===== src/rtl/sbtc_pkg.sv =====
// Purpose: Shared constants for the sixteen bit timer/counter block
// Assumes: APB slave, 32-bit data, one aligned word per register
// Notes: Offsets are byte addresses on the APB bus
package sbtc_pkg;
    // ****************************************************************
    // Register offsets
    // ****************************************************************
    localparam logic [7:0] SBTC_OFS_CONTROL = 8'h00; // Timer control
    localparam logic [7:0] SBTC_OFS_LOW = 8'h04; // Count low byte
    localparam logic [7:0] SBTC_OFS_HIGH = 8'h08; // Count high byte
    localparam logic [7:0] SBTC_OFS_STATUS = 8'h0c; // Sticky events
    localparam logic [7:0] SBTC_OFS_MASK = 8'h10; // Interrupt mask
    // ****************************************************************
    // Control field positions
    // ****************************************************************
    localparam int SBTC_BIT_RUN = 0; // Timer run
    localparam int SBTC_BIT_SRC = 1; // Clock source select
    localparam int SBTC_BIT_SYNCN = 2; // External sync bypass
    localparam int SBTC_BIT_OSC = 3; // Own oscillator enable
    localparam int SBTC_BIT_PS_LO = 4; // Prescale select low bit
    localparam int SBTC_BIT_PS_HI = 5; // Prescale select high bit
    localparam int SBTC_BIT_WIDE = 7; // Wide access enable
    localparam logic [7:0] SBTC_CTRL_MASK = 8'hbf; // Bit 6 unimplemented
    localparam logic [7:0] SBTC_CTRL_RESET = 8'h00; // Value after reset
    // ****************************************************************
    // Status bits and counts
    // ****************************************************************
    localparam int SBTC_ST_OVF = 0; // Overflow event
    localparam int SBTC_ST_TRIG = 1; // Special event trigger seen
    localparam int SBTC_ST_W = 2; // Status width
    localparam logic [15:0] SBTC_COUNT_RESET = 16'h0000; // Count at reset
    localparam logic [15:0] SBTC_COUNT_MAX = 16'hffff; // Rollover point
    localparam logic [1:0] SBTC_INT_DIV = 2'h3; // Core clock / 4 minus 1
endpackage


===== src/rtl/sbtc_timer.sv =====
// Purpose: Sixteen bit timer/counter with APB registers and interrupt
// Assumes: pclk is the oscillator clock; external input is asynchronous
// Notes: Count registers read back the live count, except a wide-mode high read, which returns the latch
// How it works
// Sixteen-bit count held as two bytes
// Rollover from maximum to zero sets flag
// Special event trigger clears the count
// Counts only while run bit set
// Reset disables timer, control reads zero
// Wide bit selects 16-bit or byte access
// Prescale codes 00/01 divide by one/two
// Oscillator enable drives oscillator on/off
// External clock synchronised unless bypass set
// Source bit picks pin edges or core/4
// Low and high byte holding registers
// Both count bytes readable and writable anytime
// Prescale codes 10/11 divide four/eight
// Wide mode latches high on low read, buffers writes
// Prescaler pulse advances count; writes clear it
`timescale 1ns/1ps
`default_nettype none
module sbtc_timer (
    input wire logic pclk,
    input wire logic presetn,
    input wire logic psel,
    input wire logic penable,
    input wire logic pwrite,
    input wire logic [7:0] paddr,
    input wire logic [31:0] pwdata,
    output logic [31:0] prdata,
    output logic pready,
    output logic pslverr,
    input wire logic external_count_input,
    input wire logic special_event_trigger,
    output logic own_oscillator_enable,
    output logic irq
);
    // Status width taken once from the package, ahead of its first use
    localparam int SBTC_ST_W = sbtc_pkg::SBTC_ST_W;

    // ****************************************************************
    // State
    // ****************************************************************
    logic [7:0] ctrl_r, ctrl_nxt; // Timer control register
    logic [15:0] count_r, count_nxt; // Live count
    logic [2:0] pre_r, pre_nxt; // Prescaler counter
    logic [1:0] int_div_r, int_div_nxt; // Core clock divide by four
    logic [7:0] rd_hi_buf_r, rd_hi_buf_nxt; // High byte read latch
    logic [7:0] wr_hi_buf_r, wr_hi_buf_nxt; // High byte write buffer
    logic [SBTC_ST_W-1:0] status_r, status_nxt; // Sticky events
    logic [SBTC_ST_W-1:0] mask_r, mask_nxt; // Interrupt mask
    logic ext_s1_r, ext_s2_r, ext_prev_r; // Two-flop sync, edge delay
    // Two extra resample stages, used only while synchronisation is on
    logic ext_raw1_r, ext_raw2_r;
    logic [31:0] prdata_r, prdata_nxt; // Registered read data
    // Decode helpers
    logic wr_en, rd_setup, hit;
    logic tick, src_edge, pre_pulse, wr_count;
    logic [2:0] pre_last;
    logic [SBTC_ST_W-1:0] events;

    // ****************************************************************
    // APB decode: zero wait states, error on unmapped address
    // ****************************************************************
    assign wr_en = psel && penable && pwrite;
    // Reads are decoded in the setup phase so data stands in access
    assign rd_setup = psel && !penable && !pwrite;
    assign pready = 1'b1;
    always_comb begin
        hit = (paddr == sbtc_pkg::SBTC_OFS_CONTROL) ||
              (paddr == sbtc_pkg::SBTC_OFS_LOW) ||
              (paddr == sbtc_pkg::SBTC_OFS_HIGH) ||
              (paddr == sbtc_pkg::SBTC_OFS_STATUS) ||
              (paddr == sbtc_pkg::SBTC_OFS_MASK);
    end
    assign pslverr = psel && penable && !hit;
    assign prdata = prdata_r;

    // ****************************************************************
    // Clock source and prescaler
    // ****************************************************************
    // Synchronised edge: first stage feeds only the second
    // Each path compares a stage with its own successor, so one pin
    // edge gives exactly one single-cycle pulse
    assign src_edge = ctrl_r[sbtc_pkg::SBTC_BIT_SYNCN]
        ? (ext_s2_r && !ext_prev_r) // see R9 bypass, two stages less
        : (ext_raw1_r && !ext_raw2_r);
    always_comb begin
        // Core clock / 4 or rising pin edge
        if (ctrl_r[sbtc_pkg::SBTC_BIT_SRC]) begin
            tick = src_edge;
        end else begin
            tick = (int_div_r == sbtc_pkg::SBTC_INT_DIV);
        end
    end
    always_comb begin
        // Prescale last count: 0,1,3,7
        unique case (ctrl_r[sbtc_pkg::SBTC_BIT_PS_HI:
                            sbtc_pkg::SBTC_BIT_PS_LO])
            2'h0: pre_last = 3'h0;
            2'h1: pre_last = 3'h1;
            2'h2: pre_last = 3'h3;
            2'h3: pre_last = 3'h7;
        endcase
    end
    // At-or-above compare: a smaller divide chosen mid-count must not
    // leave the prescaler climbing past its new last value
    assign pre_pulse = ctrl_r[sbtc_pkg::SBTC_BIT_RUN] && tick &&
                       (pre_r >= pre_last);
    assign wr_count = wr_en && ((paddr == sbtc_pkg::SBTC_OFS_LOW) ||
        (paddr == sbtc_pkg::SBTC_OFS_HIGH &&
         !ctrl_r[sbtc_pkg::SBTC_BIT_WIDE]));
    assign own_oscillator_enable = ctrl_r[sbtc_pkg::SBTC_BIT_OSC];

    // ****************************************************************
    // Next state of counter, registers and events
    // ****************************************************************
    always_comb begin
        ctrl_nxt = ctrl_r;
        count_nxt = count_r;
        pre_nxt = pre_r;
        int_div_nxt = int_div_r + 2'h1; // Free running core/4
        rd_hi_buf_nxt = rd_hi_buf_r;
        wr_hi_buf_nxt = wr_hi_buf_r;
        mask_nxt = mask_r;
        events = '0;
        prdata_nxt = 32'h0000_0000;
        // Prescaler runs on ticks while enabled
        if (ctrl_r[sbtc_pkg::SBTC_BIT_RUN] && tick) begin
            pre_nxt = (pre_r >= pre_last) ? 3'h0 : pre_r + 3'h1;
        end
        // Count advance and rollover
        if (pre_pulse) begin
            count_nxt = count_r + 16'h0001;
            if (count_r == sbtc_pkg::SBTC_COUNT_MAX) begin
                events[sbtc_pkg::SBTC_ST_OVF] = 1'b1;
            end
        end
        // Trigger wins over counting
        if (special_event_trigger) begin
            count_nxt = sbtc_pkg::SBTC_COUNT_RESET;
            events[sbtc_pkg::SBTC_ST_TRIG] = 1'b1;
        end
        // Software writes win over both
        if (wr_en) begin
            unique case (paddr)
                sbtc_pkg::SBTC_OFS_CONTROL: begin
                    ctrl_nxt = pwdata[7:0] & sbtc_pkg::SBTC_CTRL_MASK;
                end
                sbtc_pkg::SBTC_OFS_LOW: begin
                    count_nxt[7:0] = pwdata[7:0];
                    if (ctrl_r[sbtc_pkg::SBTC_BIT_WIDE]) begin
                        count_nxt[15:8] = wr_hi_buf_r;
                    end
                end
                sbtc_pkg::SBTC_OFS_HIGH: begin
                    if (ctrl_r[sbtc_pkg::SBTC_BIT_WIDE]) begin
                        wr_hi_buf_nxt = pwdata[7:0];
                    end else begin
                        count_nxt[15:8] = pwdata[7:0];
                    end
                end
                sbtc_pkg::SBTC_OFS_MASK: begin
                    mask_nxt = pwdata[SBTC_ST_W-1:0];
                end
                default: begin
                end
            endcase
        end
        if (wr_count) begin
            pre_nxt = 3'h0;
        end
        // Reads: data is captured at the setup edge, so it stands
        // through the access phase, where the master takes it
        if (rd_setup) begin
            unique case (paddr)
                sbtc_pkg::SBTC_OFS_CONTROL: begin
                    prdata_nxt = {24'h000000, ctrl_r};
                end
                sbtc_pkg::SBTC_OFS_LOW: begin
                    prdata_nxt = {24'h000000, count_r[7:0]};
                    // Same edge as the low byte keeps the pair coherent
                    rd_hi_buf_nxt = count_r[15:8];
                end
                sbtc_pkg::SBTC_OFS_HIGH: begin
                    prdata_nxt = {24'h000000,
                        ctrl_r[sbtc_pkg::SBTC_BIT_WIDE] ? rd_hi_buf_r
                                              : count_r[15:8]};
                end
                sbtc_pkg::SBTC_OFS_STATUS: begin
                    prdata_nxt = {30'h00000000, status_r};
                end
                sbtc_pkg::SBTC_OFS_MASK: begin
                    prdata_nxt = {30'h00000000, mask_r};
                end
                default: begin
                end
            endcase
        end
        // Sticky status: write one clears, new event wins
        status_nxt = status_r;
        if (wr_en && paddr == sbtc_pkg::SBTC_OFS_STATUS) begin
            status_nxt = status_r & ~pwdata[SBTC_ST_W-1:0];
        end
        status_nxt = status_nxt | events;
    end

    // ****************************************************************
    // Registers; reset disables the timer
    // ****************************************************************
    always_ff @(posedge pclk or negedge presetn) begin
        if (!presetn) begin
            ctrl_r <= sbtc_pkg::SBTC_CTRL_RESET;
            count_r <= sbtc_pkg::SBTC_COUNT_RESET;
            pre_r <= 3'h0;
            int_div_r <= 2'h0;
            rd_hi_buf_r <= 8'h00;
            wr_hi_buf_r <= 8'h00;
            status_r <= '0;
            mask_r <= '0;
            prdata_r <= 32'h0000_0000;
            ext_s1_r <= 1'b0;
            ext_s2_r <= 1'b0;
            ext_prev_r <= 1'b0;
            ext_raw1_r <= 1'b0;
            ext_raw2_r <= 1'b0;
        end else begin
            ctrl_r <= ctrl_nxt;
            count_r <= count_nxt;
            pre_r <= pre_nxt;
            int_div_r <= int_div_nxt;
            rd_hi_buf_r <= rd_hi_buf_nxt;
            wr_hi_buf_r <= wr_hi_buf_nxt;
            status_r <= status_nxt;
            mask_r <= mask_nxt;
            prdata_r <= prdata_nxt;
            ext_s1_r <= external_count_input;
            ext_s2_r <= ext_s1_r;
            ext_prev_r <= ext_s2_r;
            // Sync mode resamples twice more, standing in for the
            // alignment to the core tick; bypass skips these two stages
            ext_raw1_r <= ext_prev_r;
            ext_raw2_r <= ext_raw1_r;
        end
    end

    // Level interrupt from unmasked sticky bits
    assign irq = |(status_r & mask_r);
endmodule
`default_nettype wire


===== config.mk =====
export PLATFORM = sky130hd
export DESIGN_NAME = sbtc_timer
export DESIGN_NICKNAME = d
export VERILOG_FILES = /design/src/rtl/sbtc_pkg.sv /design/src/rtl/sbtc_timer.sv
export SDC_FILE = /design/constraint.sdc
export NUM_CORES = 1
export LEC_CHECK = 0
export ABC_AREA = 1
export BUFFER_PORTS_ARGS = -buffer_cell sky130_fd_sc_hd__buf_2
export CAP_MARGIN = 20
export CORE_AREA = 8 8 117 92
export CTS_CLUSTER_DIAMETER = 120
export DETAILED_ROUTE_END_ITERATION = 6
export DIE_AREA = 0 0 125 100
export PLACE_DENSITY_LB_ADDON = 0.15
export RECOVER_POWER = 50
export REMOVE_ABC_BUFFERS = 1
export SYNTH_ARGS = -nofsm -noshare
export SYNTH_HDL_FRONTEND = slang
export SYNTH_SLANG_ARGS = --single-unit

===== constraint.sdc =====
create_clock -name pclk -period 3.4 [get_ports pclk]
set_input_delay 0.17 -clock pclk [delete_from_list [all_inputs] [get_ports pclk]]
set_output_delay 0.17 -clock pclk [all_outputs]
set_load 0.02 [all_outputs]

==> impl_metrics.csv, run 1 <==
group,metric,value,unit
drt,vias_per_cell,4.902,
drt,wirelength,9.871,mm
die,die_h,100,um
finish,final_cell_mix,"165 x nand2_1, 61 x dfrtp_1, 44 x inv_1",
worst_hold_path,worstHoldPathCells,4,
global_routing,grt_use_total,0.1688,
critical_path,cp_cell_sequence,"inv_1, nand2_1, ha_1, nand3_1, nand3_2, inv_2, nor2_8, nand3_2, nand3_2, nand2_1, nand2_1, nand2_1, nand2_1, nand2_1",
sta,max_freq,483.1,MHz
clocking,numCtsBuffers,9,
global_routing,grt_pass1_wl,16.75,mm
critical_path,cp.required,3.62,ns
global_routing,grt_pass1_vias,3321,
sta,clock_skew,0.003859,ns
drt,antenna_left,0,
global_routing,grt_antenna_before_repair,0,
drt,drc_errors,0,
synth,ys_types,37,
critical_path,cp-start-kind,"register",
outcome,violations,"capacitance limit, slew limit",
die,pin_count,83,
worst_hold_path,min_path_type,"input port to register",
finish,syn_to_final_growth,10.25,%
sta,hold_ws,0.1696,ns
synth,synth_area,3844,um2
critical_path,max_stage_delay,0.40,ns
die,start_util,0.4339,
die,rows,30,
worst_hold_path,min_to,"prdata[2]",
placed_design,dp_cells,658,
clocking,clk_pin_slew,0.05,ns
sta,worst_pin_slew,2.127,ns
synth,synth_seq_area_share,0.3971,
placed_design,dp_hpwl,7.377,mm
critical_path,crit_path_frequent_cell,"nand2_1",
critical_path,cp.arrival,2.29,ns
power,p_per_area,390.7,nW/um2
synth,synthTopCellsByArea,"dfrtp_1 40%, nand2_1 16%, buf_4 5.1%",
clocking,tritoncts,"yes",
sta,rsz0062_at_grt,"false",
placed_design,place.gp.congestion,0.8763,
critical_path,cp-end-kind,"register",
synth,syn_avg_cell_area,7.321,um2
drt,firstDrtPassIters,4,
finish,final_common_cell,"nand2_1",
synth,yosysTopAreaCellShare,0.3971,
clocking,root_buffer,"clkbuf_16",
sta,relSlewSlack,-0.4177,
clocking,cts_sinks,61,
drt,wl_per_cell,14.67,um
synth,yosys_register_bits,61,
critical_path,r2r_slack,1.33,ns
synth,ys.warnings.count,0,
global_routing,grt_overflow,0,
die,die_width,125,um
critical_path,path_buf_inv,2,
clocking,htree_levels,3,
finish,layout.cells.non_filler,673,
critical_path,cp_max_fo,14,
finish,final_nets,611,
clocking,clk_path_buf_depth,2,
drt,drt-initial-drc-count,207,
die,fp.dieArea,12500,um2
synth,synthCells,525,
critical_path,path_depth,14,
sta,slew_violations,41,
critical_path,cp_slowest_cell,"dfrtp_1",
critical_path,critical_path.top_delay_family,"simple AND/OR/NAND/NOR gates",
global_routing,grt_max_degree,41,
sta,finalSetupViolCount,0,
sta,fin_setup_tns,0,ns
clocking,cts_resized,0,
sta,period_share,0.6088,
power,irDropWorstVdd,0.2409,mV
job,cap_violations,1,
critical_path,rr_worst_depth,14,
finish,insertedDiodeCount,0,
sta,period_needed,2.070,ns
sta,finalHoldViolCount,0,
critical_path,timing.rr.start,"ctrl_r[5]",
clocking,insertion_delay,0.33,ns
outcome,status,"complete, but fails checks",
critical_path,rr_endpoint,"count_r[15]",
placed_design,io_buffer_count,33,
worst_hold_path,min-delay-start,"penable",
die,coreArea,8859,um2
critical_path,setup.worst_path.class,"register to register",
drt,dr_total_vias,3299,
finish,drive_gt1_frac,0.1765,
power,p_leak,2.115,nW
synth,yosys.area.top_type,"dfrtp_1",
-- metal layers --
layer  wire length (um)  up-vias  track usage
li1                   -     1690            -
met1               4695     1490       0.2239
met2               4142      106       0.2536
met3                867       13      0.05297
met4                165        0      0.05970
met5                  0        -            0
-- Yosys cell counts (all sizes together) --
master / number
xnor2: 1
a211oi: 2
nor2: 43
o21ai: 39
inv: 58
conb: 2
ha: 6
nor3: 9
a21oi: 15
clkbuf: 3
nand2: 185
buf: 36
o22ai: 11
nand4: 9
o221ai: 1
clkinv: 1
xor2: 7
a31oi: 1
and3b: 1
o211ai: 2
dfrtp: 61
nand3b: 1
nand3: 31
-- cell type report --
class                   count  area, um2
clock buffers              11      232.7
multi-input cells         389       1903
flip-flops and latches     61       1526
inverters                  59      224.0
clock inverters             3      15.01
repair buffers             38      196.4
well taps                 112      140.1
fillers                   898       4621
-- report_power, final --
group	switching [mW]	total [mW]	internal (mW)
Sequential	0.00777	0.746	0.738
Combinational	0.0992	0.130	0.0312
Clock	0.300	0.780	0.479
Total	0.407	1.66	1.25
-- through the flow --
stage	util	cell area, um2	power (mW)	setup slack, ns
final	0.4784	4238	1.656	1.330
after global routing	0.4784	4238	1.730	1.045
after CTS	0.4794	4247	1.679	1.314
after detailed placement	0.4503	3989	0.8873	1.247
after global placement	0.4503	3989	0.8823	1.325
after floorplan	-	3654	0.8334	1.603
-- state kept, by name (all words and copies together) (netlist names), 3 cells and up --
| name | cells |
|---|---|
| rd_hi_buf_r | 8 |
| ctrl_r | 7 |
| count_r | 16 |
| wr_hi_buf_r | 8 |
| pre_r | 3 |
| prdata | 8 |
-- timing repair --
action                                  CTS  global route
hold buffers                              1             0
endpoints found under the setup margin    0             0
hold endpoints to repair                  1             0
buffers inserted                          0             0
-- how the worst max path moves through the flow --
stage                                end      start
after global routing      wr_hi_buf_r[1]    presetn
after global placement    rd_hi_buf_r[0]   paddr[7]
final                        count_r[15]  ctrl_r[5]
after floorplan              count_r[15]  ctrl_r[5]
after detailed placement  rd_hi_buf_r[1]   paddr[7]
after CTS                        pslverr   paddr[1]
-- logic make-up after synthesis --
logic type	Yosys count	synth area share
buf+inv	98	0.1302
flops	61	0.3971
other cells	2	0.001954
xor+xnor	8	0.01823
compound gates	71	0.09994
fa+ha+maj	6	0.01953
simple gates	279	0.3330
-- worst min-delay path: stages --
cell and delay [ns]:
buf_2 0.10, nor3_2 0.08, nand2_1 0.07, inv_1 0.03
No activity file was read; power rests on OpenSTA's default activity.
==> run 2: changes to the inputs <==
- clock period: 3.4 -> 2.1 ns (I/O delays scaled with it)
==> run 2 against run 1 <==
  * The run still ends with capacitance limit, slew limit left
  * Wire length is 3.0% higher
  * Fmax is 5.4% higher
  * Via count is 3.0% higher
  * Register-to-register slack worse by 1.2 ns
  * Hold slack worse by 0.038 ns
  * Critical path type unchanged
  * Largest cell class unchanged
  * Highest routed layer unchanged
==> impl_metrics.csv, run 2 (same netlist as run 1, synthesis figures left out) <==
group,metric,value,unit
clocking,htree_levels,3,
finish,drive_gt1_frac,0.1826,
power,combPwrFrac,0.071,
global_routing,grt_overflow,0,
worst_hold_path,min_path_type,"input port to register",
sta,period_share,0.9353,
power,switchingPower,0.7015,mW
die,die_h,100,um
critical_path,setup.worst_path.class,"register to register",
critical_path,cp_max_fo,7,
critical_path,cp-start-kind,"register",
outcome,violations,"capacitance limit, slew limit",
drt,antenna_left,0,
die,coreArea,8859,um2
sta,hold_ws,0.1315,ns
power,p_leak,2.189,nW
clocking,numCtsBuffers,9,
die,pin_count,83,
finish,insertedDiodeCount,0,
sta,worst_pin_slew,1.537,ns
die,fp.dieArea,12500,um2
placed_design,io_buffer_count,33,
sta,clock_skew,0.005104,ns
global_routing,grt_pass1_wl,16.50,mm
sta,slew_violations,62,
clocking,root_buffer,"clkbuf_16",
drt,wirelength,10.17,mm
sta,max_freq,509.1,MHz
critical_path,cp.required,2.37,ns
sta,relSlewSlack,-0.02452,
outcome,status,"complete, but fails checks",
clocking,cts_sinks,61,
power,seqPwrFrac,0.376,
clocking,insertion_delay,0.33,ns
finish,final_common_cell,"nand2_1",
placed_design,dp_hpwl,7.303,mm
drt,drc_errors,0,
critical_path,path_buf_inv,2,
sta,finalHoldViolCount,0,
sta,finalSetupViolCount,0,
sta,period_needed,1.964,ns
critical_path,critical_path.top_delay_family,"simple AND/OR/NAND/NOR gates",
placed_design,dp_slack,0.09620,ns
critical_path,cp_cell_sequence,"inv_1, nand2_1, ha_1, nand3_1, nand3_4, inv_8, nor2_8, nand2_1, nand2_1, nand2_1, nand2_1, nand2_1, nand2_1, nand2_1, nand2_1",
power,power,3.210,mW
die,die_width,125,um
drt,dr_total_vias,3399,
critical_path,crit_path_frequent_cell,"nand2_1",
finish,syn_to_final_growth,15.89,%
finish,final_cell_mix,"165 x nand2_1, 61 x dfrtp_1, 45 x inv_1",
finish,largest_register,"count_r",
clocking,tritoncts,"yes",
sta,fin_ws,0.1358,ns
drt,wl_per_cell,14.80,um
global_routing,grt_use_total,0.1666,
clocking,clk_path_buf_depth,2,
critical_path,cp-end-kind,"register",
finish,largest_reg_flops,16,
critical_path,cp.arrival,2.23,ns
finish,final_nets,623,
drt,drt-initial-drc-count,251,
drt,firstDrtPassIters,5,
finish,final_util,0.5028,
critical_path,cp_slowest_cell,"dfrtp_1",
power,p_clk_frac,0.553,
placed_design,dpl_cell_area,4026,um2
power,irDropWorstVdd,0.5522,mV
power,p_int,2.508,mW
global_routing,grt_max_degree,62,
clocking,clk_pin_slew,0.05,ns
job,cap_violations,1,
die,start_util,0.4339,
drt,vias_per_cell,4.948,
power,p_per_area,720.6,nW/um2
die,rows,30,
critical_path,max_stage_delay,0.40,ns
global_routing,grt_antenna_before_repair,0,
placed_design,place.gp.congestion,0.8759,
global_routing,grt_pass1_vias,3262,
power,sw_frac_of_total,0.2186,
finish,fin_area,4454,um2
[run 2: cell types whose count changed in the layout (fill, tap and decap cells not counted), moves of 2 or more]
| cell | delta |
|---|---|
| buf_4 | +11 |
| clkbuf_8 | +3 |
| clkinv_2 | -3 |
| clkbuf_1 | +6 |
| bufinv_16 | +3 |
| inv_2 | -2 |
| buf_2 | -9 |
[run 2: metal layers]
| metal | wire length [um] | global-route usage | vias to the layer above |
|---|---|---|---|
| met2 | 4362 | 0.2466 | 106 |
| met3 | 706 | 0.04979 | 13 |
| met5 | 0 | 0 | - |
| met1 | 4933 | 0.2234 | 1564 |
| li1 | - | - | 1716 |
| met4 | 163 | 0.06530 | 0 |
[run 2: timing repair]
action / CTS / global route
hold buffers: 2 / 0
setup buffers: 0 / 5
setup endpoints to repair: 0 / 8
hold endpoints to repair: 62 / 0
resized for setup: 0 / 5
[run 2: cell type report]
class	count	area [um2]
clock buffers	13	270.3
clock inverters	3	90.09
fillers	884	4404
inverters	59	231.5
multi-input cells	390	1921
flip-flops and latches	61	1526
well taps	112	140.1
repair buffers	49	275.3
[run 2: power groups by stage]
stage	registers, mW	logic, mW	clock network, mW
floorplan	1.22	0.124	0
global placement	1.23	0.203	0
detailed placement	1.23	0.208	0
CTS	1.21	0.212	1.80
global route	1.21	0.255	1.85
finish	1.21	0.229	1.77
[run 2: per-stage QoR]
step,std cells,setup TNS [ns]
global placement,663,0
finish,687,0
floorplan,509,0
CTS,681,0
detailed placement,663,0
global route,687,-0.007612
[run 2: path summary, 6_finish.rpt]
path	startpoint	end	slack, ns	cells after the start
worst max register to register	ctrl_r[5]	count_r[9]	0.14	15
max in group asynchronous	presetn	wr_hi_buf_r[6]	0.39	3
worst min register to register	ext_s1_r	ext_s2_r	0.35	0
worst max-delay path	ctrl_r[5]	count_r[9]	0.14	15
worst min-delay path	pwdata[1]	ctrl_r[1]	0.13	3
min in group asynchronous	presetn	pre_r[0]	0.75	3
[run 2: worst min-delay path: cells and delay by family]
kind	cells	cell delay, ns
buffers and inverters	2	0.17
AO/OA/AOI/OAI	1	0.14
